$ cat config.mk
export PLATFORM = sky130hd
export DESIGN_NAME = sap_port
export DESIGN_NICKNAME = d
export VERILOG_FILES = /design/src/common/sap_pkg.sv /design/src/hdl/sap_port.sv
export VERILOG_INCLUDE_DIRS = /design/src /design/src/common
export SDC_FILE = /design/constraint.sdc
export NUM_CORES = 2
export LEC_CHECK = 0
export BUFFER_PORTS_ARGS = -buffer_cell sky130_fd_sc_hd__buf_2
export CORE_ASPECT_RATIO = 1.4
export CORE_MARGIN = 5
export CORE_UTILIZATION = 55
export DETAILED_ROUTE_END_ITERATION = 8
export GPL_ROUTABILITY_DRIVEN = 1
export HOLD_SLACK_MARGIN = 0.1
export PLACE_DENSITY = 0.72
export SLEW_MARGIN = 0
export SYNTH_ARGS = -nofsm -noshare
export SYNTH_HDL_FRONTEND = slang
export SYNTH_SLANG_ARGS = --single-unit
$ cat constraint.sdc
create_clock -name CLK -period 13.97 [get_ports CLK]
set_clock_uncertainty 0.2 [all_clocks]
set_input_delay 0.6985 -clock CLK [delete_from_list [all_inputs] [get_ports CLK]]
set_output_delay 0.6985 -clock CLK [all_outputs]
set_load 0.01 [all_outputs]
$ cat src/common/sap_defs.svh
`ifndef SAP_DEFS_SVH
`define SAP_DEFS_SVH
// Register byte offsets.
`define SAP_TX_CSR   8'h00
`define SAP_RX_CSR   8'h04
`define SAP_CLK_CFG  8'h08
`define SAP_FRM_CFG  8'h0C
`define SAP_WID_CFG  8'h10
`define SAP_WMARK    8'h14
`define SAP_TX_PTR   8'h18
`define SAP_RX_PTR   8'h1C
`define SAP_TX_DATA0 8'h20
`define SAP_TX_DATA1 8'h24
`define SAP_RX_DATA0 8'h28
`define SAP_RX_DATA1 8'h2C
`define SAP_MCLK_CR  8'h30
`define SAP_MCLK_DR  8'h34
// Flag positions inside each control/status register.
`define SAP_BIT_REQ   16
`define SAP_BIT_WARN  17
`define SAP_BIT_FAULT 18
`define SAP_BIT_SYNC  19
`define SAP_BIT_WORD  20
// Master clock control fields.
`define SAP_MCR_SRC 0
`define SAP_MCR_OE  1
`define SAP_MCR_UPD 2
// FIFO depth in words.
`define SAP_FIFO_DEPTH 16
// Writable bits of each configuration register; the rest read back as zero, except flag bits 16..20 of the control/status registers.
`define SAP_CSR_MASK 32'hB000_1F03
`define SAP_CLK_MASK 32'h0000_1FFF
`define SAP_FRM_MASK 32'h1F1F_3FFF
`define SAP_WID_MASK 32'h0000_1F1F
// Master clock divider reset values.
`define SAP_MDR_MASTER_DIVIDER_FRACTION_RST 8'h01
`define SAP_MDR_DIV_RST   8'h02
`endif

$ cat src/common/sap_pkg.sv
package sap_pkg;
   // Frame engine state.
   typedef enum logic {SAP_IDLE = 1'b0, SAP_RUN = 1'b1} sap_state_type;
   // Per-direction control word.
   typedef struct packed {
      logic       enable;
      logic       rsv_a;
      logic [1:0] chan_en;
      logic [14:0] rsv_b;
      logic       word_start_irq_en;
      logic       sync_error_irq_en;
      logic       fifo_fault_irq_en;
      logic       fifo_warning_irq_en;
      logic       fifo_request_irq_en;
      logic [5:0] rsv_c;
      logic       fifo_warning_dma_en;
      logic       fifo_request_dma_en;
   } sap_csr_type;
   // Bit clock configuration.
   typedef struct packed {
      logic [18:0] rsv;
      logic       master_clock_choice;
      logic       bitclk_input_select;
      logic       bitclk_swap;
      logic       bitclk_direction;
      logic       bitclk_polarity;
      logic [7:0] bitclk_divider;
   } sap_clk_type;
   // Frame and frame sync configuration.
   typedef struct packed {
      logic [2:0] rsv_a;
      logic [4:0] word_start_select;
      logic [2:0] rsv_b;
      logic [4:0] first_bit_index;
      logic [1:0] rsv_c;
      logic       msb_first;
      logic       sync_direction;
      logic       sync_polarity;
      logic       sync_early;
      logic [4:0] sync_length;
      logic [4:0] words_per_frame;
   } sap_frame_type;
   // Word widths, stored as width minus one.
   typedef struct packed {
      logic [18:0] rsv_a;
      logic [4:0] later_word_width;
      logic [2:0] rsv_b;
      logic [4:0] first_word_width;
   } sap_width_type;
endpackage

$ cat src/hdl/sap_port.sv
// Decided for this implementation: the register addresses and the strobed register port.
`timescale 1ns/1ps
`include "sap_defs.svh"
module sap_port #(
   parameter int DEPTH = `SAP_FIFO_DEPTH   // Words per FIFO.
) (
   input  wire logic        CLK,
   input  wire logic        RSTN,
   input  wire logic [7:0]  ADDR,
   input  wire logic [31:0] WR_DATA,
   input  wire logic        WR_STB,
   input  wire logic        RD_STB,
   output logic      [31:0] RD_DATA,
   input  wire logic        BCLK_IN,
   output logic             BCLK_OUT,
   output logic             BCLK_OE,
   input  wire logic        FS_IN,
   output logic             FS_OUT,
   output logic             FS_OE,
   input  wire logic        MCLK_IN,
   output logic             MCLK_OUT,
   output logic             MCLK_OE,
   output logic      [1:0]  TXD,
   input  wire logic [1:0]  RXD,
   output logic             TX_IRQ,
   output logic             RX_IRQ,
   output logic             TX_DMA,
   output logic             RX_DMA
);
   localparam int AW = $clog2(DEPTH);
   // =====================================================
   // Register storage
   sap_pkg::sap_csr_type   tx_csr, rx_csr;     // Direction controls.
   sap_pkg::sap_clk_type   clk_cfg;            // Bit clock setup.
   sap_pkg::sap_frame_type frm;                // Frame setup.
   sap_pkg::sap_width_type wid;                // Word widths.
   logic [AW:0]  tx_watermark, rx_watermark;   // Watermarks.
   logic         master_source_select;         // External source.
   logic         master_clock_out_en;          // Drive master clock pin.
   logic [7:0]   master_divider_fraction;      // Added per source tick.
   logic [7:0]   master_divider;               // Wrap value.
   logic         divider_update_pending;       // Divider change not yet used.
   logic [4:0]   tx_flag, rx_flag;             // Sticky and live flags.
   // Address decode.
   wire wr_hit_tx  = WR_STB && ADDR == `SAP_TX_CSR;
   wire wr_hit_rx  = WR_STB && ADDR == `SAP_RX_CSR;
   wire wr_hit_mdr = WR_STB && ADDR == `SAP_MCLK_DR;
   wire [1:0] tx_push = {WR_STB && ADDR == `SAP_TX_DATA1, WR_STB && ADDR == `SAP_TX_DATA0};
   wire [1:0] rx_pop_req = {RD_STB && ADDR == `SAP_RX_DATA1, RD_STB && ADDR == `SAP_RX_DATA0};
   // Software-written configuration; reserved bits are dropped, flags are handled further down.
   always_ff @(posedge CLK) begin
      if (!RSTN) begin
         tx_csr <= '0;
         rx_csr <= '0;
         clk_cfg <= '0;
         frm <= '0;
         wid <= '0;
         tx_watermark <= '0;
         rx_watermark <= '0;
         master_source_select <= 1'b0;
         master_clock_out_en <= 1'b0;
         master_divider_fraction <= `SAP_MDR_MASTER_DIVIDER_FRACTION_RST;
         master_divider <= `SAP_MDR_DIV_RST;
      end else if (WR_STB) begin
         if (wr_hit_tx) tx_csr <= sap_pkg::sap_csr_type'(WR_DATA & `SAP_CSR_MASK);
         if (wr_hit_rx) rx_csr <= sap_pkg::sap_csr_type'(WR_DATA & `SAP_CSR_MASK);
         if (ADDR == `SAP_CLK_CFG) clk_cfg <= sap_pkg::sap_clk_type'(WR_DATA & `SAP_CLK_MASK);
         if (ADDR == `SAP_FRM_CFG) frm <= sap_pkg::sap_frame_type'(WR_DATA & `SAP_FRM_MASK);
         if (ADDR == `SAP_WID_CFG) wid <= sap_pkg::sap_width_type'(WR_DATA & `SAP_WID_MASK);
         if (ADDR == `SAP_WMARK) begin
            tx_watermark <= WR_DATA[AW:0];
            rx_watermark <= WR_DATA[AW+8:8];
         end
         if (ADDR == `SAP_MCLK_CR) begin
            master_source_select <= WR_DATA[`SAP_MCR_SRC];
            master_clock_out_en  <= WR_DATA[`SAP_MCR_OE];
         end
         if (wr_hit_mdr) begin
            master_divider_fraction <= WR_DATA[7:0];
            master_divider <= WR_DATA[15:8];
         end
      end
   end
   // =====================================================
   // Input synchronisers: pins pass two flops, edges from stage two on.
   logic [4:0] pin_s1, pin_s2, pin_s3;
   always_ff @(posedge CLK) begin
      if (!RSTN) begin
         pin_s1 <= '0;
         pin_s2 <= '0;
         pin_s3 <= '0;
      end else begin
         pin_s1 <= {MCLK_IN, FS_IN, BCLK_IN, RXD};
         pin_s2 <= pin_s1;
         pin_s3 <= pin_s2;
      end
   end
   wire [1:0] rxd_s = pin_s2[1:0];
   wire ext_mclk_edge = pin_s2[4] & ~pin_s3[4];
   // =====================================================
   // Master clock: fractional accumulator toggles the master clock.
   logic [8:0] mclk_acc;                          // Fraction accumulator.
   wire src_tick = master_source_select ? ext_mclk_edge : 1'b1;
   wire [8:0] acc_sum = mclk_acc + {1'b0, master_divider_fraction};
   wire mclk_wrap = src_tick && acc_sum >= {1'b0, master_divider};
   always_ff @(posedge CLK) begin
      if (!RSTN) begin
         mclk_acc <= '0;
         MCLK_OUT <= 1'b0;
         MCLK_OE <= 1'b0;
         divider_update_pending <= 1'b0;
      end else begin
         MCLK_OE <= master_clock_out_en;
         if (src_tick) mclk_acc <= mclk_wrap ? acc_sum - {1'b0, master_divider} : acc_sum;
         if (mclk_wrap) MCLK_OUT <= ~MCLK_OUT;
         // A new write wins over the clearing edge.
         if (wr_hit_mdr) divider_update_pending <= 1'b1;
         else if (mclk_wrap) divider_update_pending <= 1'b0;
      end
   end
   // =====================================================
   // Bit clock: prescaler on the system clock or, with master_clock_choice set, the master clock; or a pin input.
   logic [7:0] bclk_cnt;                          // Prescaler count.
   logic       bclk_int;                          // Internal bit clock.
   wire mtick = clk_cfg.master_clock_choice ? mclk_wrap : 1'b1;
   wire run_en = tx_csr.enable | rx_csr.enable;
   wire bclk_tog = run_en && mtick && bclk_cnt == clk_cfg.bitclk_divider;
   wire int_rise = bclk_tog & ~bclk_int;
   wire int_fall = bclk_tog & bclk_int;
   wire ext_rise = pin_s2[2] & ~pin_s3[2];
   wire ext_fall = ~pin_s2[2] & pin_s3[2];
   wire use_ext = ~clk_cfg.bitclk_direction | clk_cfg.bitclk_input_select;
   wire b_rise = use_ext ? ext_rise : int_rise;
   wire b_fall = use_ext ? ext_fall : int_fall;
   // Polarity picks the drive edge; swap exchanges drive and sample edges.
   wire edge_sel = clk_cfg.bitclk_polarity ^ clk_cfg.bitclk_swap;
   wire drv_ev = edge_sel ? b_rise : b_fall;
   wire smp_ev = edge_sel ? b_fall : b_rise;
   always_ff @(posedge CLK) begin
      if (!RSTN) begin
         bclk_cnt <= '0;
         bclk_int <= 1'b0;
         BCLK_OUT <= 1'b0;
         BCLK_OE <= 1'b0;
      end else begin
         if (mtick) bclk_cnt <= bclk_tog ? 8'h00 : bclk_cnt + 8'h01;
         if (bclk_tog) bclk_int <= ~bclk_int;
         BCLK_OUT <= bclk_int;
         BCLK_OE <= clk_cfg.bitclk_direction;
      end
   end
   // =====================================================
   // Frame sequencing shared by both lines.
   sap_pkg::sap_state_type state;
   logic [4:0] word_cnt, bit_cnt;                 // Position in frame.
   logic [5:0] fs_bits;                           // Bits since frame start.
   logic       fs_prev, sync_seen;                // Sync edge detection.
   wire fs_in_act = pin_s2[3] ^ frm.sync_polarity;
   wire [4:0] cur_w = word_cnt == 5'h00 ? wid.first_word_width : wid.later_word_width;
   wire last_bit = bit_cnt == cur_w;
   wire eof = last_bit && word_cnt == frm.words_per_frame;
   wire run = state == sap_pkg::SAP_RUN;
   // Master sync restarts at frame end; slave sync waits for the sync edge.
   wire restart = frm.sync_direction ? (!run || eof) : sync_seen;
   wire [4:0] next_word = restart ? 5'h00 : (last_bit ? word_cnt + 5'h01 : word_cnt);
   wire [4:0] next_bit = (restart || last_bit) ? 5'h00 : bit_cnt + 5'h01;
   wire word_begin = drv_ev && (restart || (run && last_bit && !eof));
   wire [4:0] next_idx = frm.msb_first ? frm.first_bit_index - next_bit
                                       : frm.first_bit_index + next_bit;
   wire [4:0] cur_idx = frm.msb_first ? frm.first_bit_index - bit_cnt
                                      : frm.first_bit_index + bit_cnt;
   wire [5:0] next_fs = restart ? 6'h00 : (fs_bits == 6'h3F ? fs_bits : fs_bits + 6'h01);
   wire next_eof = !restart && next_bit == cur_w && next_word == frm.words_per_frame;
   wire fs_level = frm.sync_early ? (next_eof || next_fs < {1'b0, frm.sync_length})
                                  : next_fs <= {1'b0, frm.sync_length};
   // A sync edge in mid-frame means the frame alignment was lost.
   wire sync_lost = smp_ev && fs_in_act && !fs_prev && !frm.sync_direction && run && !eof;
   always_ff @(posedge CLK) begin
      if (!RSTN) begin
         state <= sap_pkg::SAP_IDLE;
         word_cnt <= '0;
         bit_cnt <= '0;
         fs_bits <= '0;
         fs_prev <= 1'b0;
         sync_seen <= 1'b0;
         FS_OUT <= 1'b0;
         FS_OE <= 1'b0;
      end else begin
         FS_OE <= frm.sync_direction;
         if (smp_ev) fs_prev <= fs_in_act;
         if (smp_ev && fs_in_act && !fs_prev) sync_seen <= 1'b1;
         else if (drv_ev) sync_seen <= 1'b0;
         if (!run_en) begin
            state <= sap_pkg::SAP_IDLE;
            FS_OUT <= frm.sync_polarity;
         end else if (drv_ev) begin
            if (restart) state <= sap_pkg::SAP_RUN;
            else if (eof) state <= sap_pkg::SAP_IDLE;
            word_cnt <= next_word;
            bit_cnt <= next_bit;
            fs_bits <= next_fs;
            FS_OUT <= (fs_level & (restart || run)) ^ frm.sync_polarity;
         end
      end
   end
   // =====================================================
   // Per-line FIFOs with wrap-bit pointers.
   logic [AW:0] tx_wp [2];                        // TX write pointers.
   logic [AW:0] tx_rp [2];                        // TX read pointers.
   logic [AW:0] rx_wp [2];                        // RX write pointers.
   logic [AW:0] rx_rp [2];                        // RX read pointers.
   logic [31:0] rx_q [2];                         // RX read-out words.
   wire  [1:0]  tx_req, tx_empty, rx_req, rx_full, under, over;
   logic [1:0]  tx_act, rx_act;
   assign tx_act = tx_csr.enable ? tx_csr.chan_en : 2'b00;
   assign rx_act = rx_csr.enable ? rx_csr.chan_en : 2'b00;
   for (genvar c = 0; c < 2; c++) begin : g_line
      logic [31:0] tx_mem [DEPTH];               // TX storage.
      logic [31:0] rx_mem [DEPTH];               // RX storage.
      logic [31:0] tx_sh, rx_sh;                 // Shift words.
      wire [AW:0] tx_lvl = tx_wp[c] - tx_rp[c];
      wire [AW:0] rx_lvl = rx_wp[c] - rx_rp[c];
      wire t_empty = tx_wp[c] == tx_rp[c];
      wire t_full = tx_wp[c] == {~tx_rp[c][AW], tx_rp[c][AW-1:0]};
      wire r_empty = rx_wp[c] == rx_rp[c];
      wire r_full = rx_wp[c] == {~rx_rp[c][AW], rx_rp[c][AW-1:0]};
      wire load = word_begin && tx_act[c];
      wire [31:0] tx_src = t_empty ? 32'h0000_0000 : tx_mem[tx_rp[c][AW-1:0]];
      logic [31:0] rx_nxt;
      always_comb begin
         rx_nxt = bit_cnt == 5'h00 ? 32'h0000_0000 : rx_sh;
         rx_nxt[cur_idx] = rxd_s[c];
      end
      wire push = smp_ev && run && last_bit && rx_act[c];
      assign tx_req[c] = tx_act[c] && tx_lvl < tx_watermark;
      assign rx_req[c] = rx_act[c] && rx_lvl > rx_watermark;
      assign tx_empty[c] = tx_act[c] && t_empty;
      assign rx_full[c] = rx_act[c] && r_full;
      assign under[c] = load && t_empty;
      assign over[c] = push && r_full;
      // Pointer, memory and shift updates for this line.
      always_ff @(posedge CLK) begin
         if (!RSTN) begin
            tx_wp[c] <= '0;
            tx_rp[c] <= '0;
            rx_wp[c] <= '0;
            rx_rp[c] <= '0;
            tx_sh <= '0;
            rx_sh <= '0;
            rx_q[c] <= '0;
            TXD[c] <= 1'b0;
         end else begin
            if (tx_push[c] && !t_full) begin
               tx_mem[tx_wp[c][AW-1:0]] <= WR_DATA;
               tx_wp[c] <= tx_wp[c] + (AW+1)'(1);
            end
            if (load) tx_sh <= tx_src;
            if (load && !t_empty) tx_rp[c] <= tx_rp[c] + (AW+1)'(1);
            if (drv_ev) TXD[c] <= tx_act[c] && (load ? tx_src[next_idx] : tx_sh[next_idx]);
            if (smp_ev && run) rx_sh <= rx_nxt;
            if (push && !r_full) begin
               rx_mem[rx_wp[c][AW-1:0]] <= rx_nxt;
               rx_wp[c] <= rx_wp[c] + (AW+1)'(1);
            end
            rx_q[c] <= rx_mem[rx_rp[c][AW-1:0]];
            if (rx_pop_req[c] && !r_empty) rx_rp[c] <= rx_rp[c] + (AW+1)'(1);
         end
      end
   end
   // =====================================================
   // Flags: bits 0,1 live (request, warning); 2..4 sticky, write one to clear.
   wire ws_ev = word_begin && next_word == frm.word_start_select;
   wire [2:0] tx_set = {ws_ev & tx_csr.enable, sync_lost & tx_csr.enable, |under};
   wire [2:0] rx_set = {ws_ev & rx_csr.enable, sync_lost & rx_csr.enable, |over};
   wire [2:0] tx_clr = wr_hit_tx ? WR_DATA[`SAP_BIT_WORD:`SAP_BIT_FAULT] : 3'b000;
   wire [2:0] rx_clr = wr_hit_rx ? WR_DATA[`SAP_BIT_WORD:`SAP_BIT_FAULT] : 3'b000;
   // Interrupt and DMA gating per direction.
   wire next_tx_irq = |(tx_flag & {tx_csr.word_start_irq_en, tx_csr.sync_error_irq_en,
                   tx_csr.fifo_fault_irq_en, tx_csr.fifo_warning_irq_en, tx_csr.fifo_request_irq_en});
   wire next_rx_irq = |(rx_flag & {rx_csr.word_start_irq_en, rx_csr.sync_error_irq_en,
                   rx_csr.fifo_fault_irq_en, rx_csr.fifo_warning_irq_en, rx_csr.fifo_request_irq_en});
   always_ff @(posedge CLK) begin
      if (!RSTN) begin
         tx_flag <= '0;
         rx_flag <= '0;
         TX_IRQ <= 1'b0;
         RX_IRQ <= 1'b0;
         TX_DMA <= 1'b0;
         RX_DMA <= 1'b0;
      end else begin
         tx_flag[1:0] <= {|tx_empty, |tx_req};
         rx_flag[1:0] <= {|rx_full, |rx_req};
         // Set wins over a clear in the same cycle.
         tx_flag[4:2] <= tx_set | (tx_flag[4:2] & ~tx_clr);
         rx_flag[4:2] <= rx_set | (rx_flag[4:2] & ~rx_clr);
         TX_IRQ <= next_tx_irq;
         RX_IRQ <= next_rx_irq;
         TX_DMA <= (tx_flag[0] & tx_csr.fifo_request_dma_en) |
                   (tx_flag[1] & tx_csr.fifo_warning_dma_en);
         RX_DMA <= (rx_flag[0] & rx_csr.fifo_request_dma_en) |
                   (rx_flag[1] & rx_csr.fifo_warning_dma_en);
      end
   end
   // =====================================================
   // Read path: data appear the cycle after the read strobe.
   logic [31:0] rd_mux;
   always_comb begin
      rd_mux = 32'h0000_0000;
      unique case (ADDR)
         `SAP_TX_CSR:   rd_mux = tx_csr | {11'h000, tx_flag, 16'h0000};
         `SAP_RX_CSR:   rd_mux = rx_csr | {11'h000, rx_flag, 16'h0000};
         `SAP_CLK_CFG:  rd_mux = clk_cfg;
         `SAP_FRM_CFG:  rd_mux = frm;
         `SAP_WID_CFG:  rd_mux = wid;
         `SAP_WMARK:    rd_mux = {16'h0000, 8'(rx_watermark), 8'(tx_watermark)};
         `SAP_TX_PTR:   rd_mux = {8'(tx_rp[1]), 8'(tx_wp[1]), 8'(tx_rp[0]), 8'(tx_wp[0])};
         `SAP_RX_PTR:   rd_mux = {8'(rx_rp[1]), 8'(rx_wp[1]), 8'(rx_rp[0]), 8'(rx_wp[0])};
         `SAP_RX_DATA0: rd_mux = rx_q[0];
         `SAP_RX_DATA1: rd_mux = rx_q[1];
         `SAP_MCLK_CR:  rd_mux = {29'h0, divider_update_pending, master_clock_out_en,
                                  master_source_select};
         `SAP_MCLK_DR:  rd_mux = {16'h0000, master_divider, master_divider_fraction};
         default:       rd_mux = 32'h0000_0000;
      endcase
   end
   always_ff @(posedge CLK) begin
      if (!RSTN) RD_DATA <= '0;
      else RD_DATA <= RD_STB ? rd_mux : 32'h0000_0000;
   end
endmodule // sap_port

==> reports/metrics.cfg <==
[power]
clkPwrFrac_pct = 41.6
p_comb_share_pct = 4.2
pwr-share-seq_pct = 54.2
power.density_nw_per_um2 = 132.7
leakage_nw = 33.99
p_sw_share_pct = 21.16
ir_drop_mv = 0.1277
p_int_mw = 11.66
netSwitchingPower_mw = 3.128

[logic_synthesis]
synth-compound-area-share_pct = 4.304
yosys_warnings = 0
seq_area_frac_synth_pct = 70.28
synthFlopType = edfxtp_1
synthAdderAreaFrac_pct = 1.294
synth_seq_cells = 2479
netlist_area_um2 = 100400
synth_area_per_cell_um2 = 17.36
syn_nets = 5928
synth_top_family_by_area = multiplexers
postSynthCellCount = 5780
synthMuxAreaShare_pct = 15.61
synth_simple_gate_area_share_pct = 5.896
synth_edf_count = 2088
synth_xor_area_share_pct = 0.9376
ys_async_sr_fraction_pct = 0
ys_types = 79

[cts]
clock-sinks = 2479
cts_setup_buffers = 0
path_clk_slew_ns = 0.07
cts_buffers = 219
worstSkewPairLatency_ns = 0.87
htree_levels = 4
cts_root_buf = clkbuf_16
cts.path.max_buffers = 3
cts_tree = yes

[floorplanning]
core_um2 = 181500
rows = 185
ios = 93
die_h_um = 515.4
die_w_um = 371.0
die_area_um2 = 191200
start_util_pct = 55.30

[route]
routed_wl_um = 262100
drtIter0Drc = 6400
vias = 54967
routed_wire_length_per_instance_um = 30.70
drt_first_pass_iters = 7
route.detailed.drc = 0
viasPerCell = 6.440
postRouteAntennaNets = 0

[final_layout]
drive_gt1_share_pct = 22.25
final_area_um2 = 111400
area_growth_pct = 11.00
fillers = 12901
layout_common_cells = 2088 x edfxtp_1, 625 x mux4_2, 418 x nand2_1
nets = 6053
layout_commonest_cell = edfxtp_1

[grt]
grt_pass1_wl_um = 380200
grt_util_all_layers_pct = 27.52
first_global_vias = 55016
antenna_found_initial = 22
overflow = 0
grt_max_degree = 120

[timing]
finalSetupViolations = 0
relSlewSlack_pct = 9.067
period_share_pct = 49.12
fmax_mhz = 145.7
rsz0062_at_grt = false
fin_crit_ns = 6.863
hold_viol_final = 0
tightestPinTransition_ns = 1.338
slew_viol_final = 0
tns_ns = 0

[place]
gp_congestion = 0.9245
port_buffers = 92
hpwl_um = 157200
dpl_cell_area_um2 = 104000

[setup_path]
r2r_cells = 22
crit_path_end_kind = flip-flop
worstPathMaxFanout = 27
cp.required_ns = 14.56
r2r-start = word_cnt[0]
regToRegEndpoint = TXD[0]
critPathKind = reg2reg
worstSetupStartpointType = flip-flop
crit_arrival_ns = 7.46
startpoint = word_cnt[0]
endpoint = TXD[0]
r2r_slack_ns = 7.11

[hold_path]
holdCritPathClass = in2reg
min_from = WR_DATA[30]

[flow_run]
maxCapViolCount = 0

[run_status]
status = finished, final reports clean

==> flip-flops by register name, indices dropped and copies added (netlist names), 6 cells and up <==
name / cells
tx_rp: 10
rx_q: 64
g_line.rx_sh: 64
bclk_cnt: 8
wid: 10
rx_csr: 10
g_line.tx_sh: 64
g_line.rx_mem: 1024
g_line.tx_mem: 1024
tx_csr: 10
fs_bits: 6
rx_rp: 10
mclk_acc: 9
clk_cfg: 13
master_divider_fraction: 8
tx_wp: 10
rx_wp: 10
master_divider: 8
frm: 24
RD_DATA: 32
==> what timing repair did <==
item / 4_1_cts / 5_1_grt
gates resized for setup: 0 / 0
hold endpoints to repair: 18 / 0
hold buffers: 6 / 0
==> stage by stage <==
stage               std cells  total power [mW]  util [%]  setup WS, ns  hold WS (ns)
finish                   8535             14.79     61.38         7.107        0.1379
global route             8530             15.24     61.37         6.699        0.1453
CTS                      8529             14.87     61.37         7.194        0.1009
detailed placement       8109             8.796     57.29         7.221        0.2191
global placement         8109             8.785     57.29         7.352        0.2257
floorplan                5780             8.571         -         6.268        0.2119
==> cell families after synthesis <==
| family | Yosys count |
|---|---|
| DFF | 2479 |
| and+or+nand+nor | 1237 |
| muxes | 778 |
| AOI/OAI and AO/OA | 666 |
| buffers and inverters | 417 |
| xor gates and xnor gates | 104 |
| adders and majority gates | 99 |
==> synth_stat cells (91+ instances only) <==
cell type,instances,share of area [%]
ha_1,91,1.1
edfxtp_1,2088,62
a21oi_1,225,1.1
dfxtp_1,391,7.8
nand3_1,100,0.50
o21ai_0,122,0.61
clkbuf_1,222,0.83
and2_1,151,0.94
mux2i_1,105,1.0
nor2_1,274,1.0
nand2_1,419,1.6
mux4_2,625,14
==> area by class of cell <==
type / count / area (µm²) / share of cell area [%]
multi-input combinational: 2884 / 28520 / 25.61
antenna: 6 / 15.01 / 0.01348
sequential: 2479 / 70530 / 63.31
inverter: 82 / 312.8 / 0.2808
clock inverter: 125 / 1433 / 1.286
tap: 2431 / 3042 / 2.731
timing repair buffer: 239 / 1623 / 1.457
clock buffer: 289 / 5916 / 5.311
==> worst max-delay path: stages, from the launching register on <==
cell	delay, ns
dfxtp_1	0.44
inv_1	0.13
ha_1	0.17
or4b_1	0.69
o211ai_2	0.17
and2_1	0.35
nor3_2	0.09
buf_4	0.22
nor2_1	0.42
nand2_1	0.22
ha_1	0.33
nor2b_1	0.13
a31oi_1	0.10
fa_2	1.18
inv_1	0.56
mux4_2	0.34
nand2_1	0.06
o21ai_0	0.15
nand3_1	0.11
a31oi_1	0.27
and3_1	0.18
o21ai_0	0.07
a31oi_1	0.22
==> power groups by stage <==
stage	clock (mW)	combinational, mW	sequential, mW
2_1_floorplan	0	0.418	8.15
3_3_place_gp	0	0.613	8.17
3_5_place_dp	0	0.622	8.17
4_1_cts	6.23	0.627	8.01
5_1_grt	6.55	0.676	8.01
6_report	6.15	0.625	8.01
==> layer usage <==
layer	vias to the layer above	part of all wire [%]	track usage, %
li1	23131	-	-
met1	28508	36	35.24
met2	2707	51	46.69
met3	607	8.2	4.766
met4	14	5.1	12.04
met5	-	0.032	0
==> worst min path at each step <==
stage	endpoint	depth (start not counted)
finish	g_line[1].tx_mem[1][30]	1
global route	g_line[1].tx_mem[3][30]	1
CTS	g_line[1].tx_mem[3][30]	1
detailed placement	pin_s2[0]	1
global placement	pin_s2[3]	1
floorplan	pin_s2[0]	1
No activity file was read; power rests on OpenSTA's default activity.
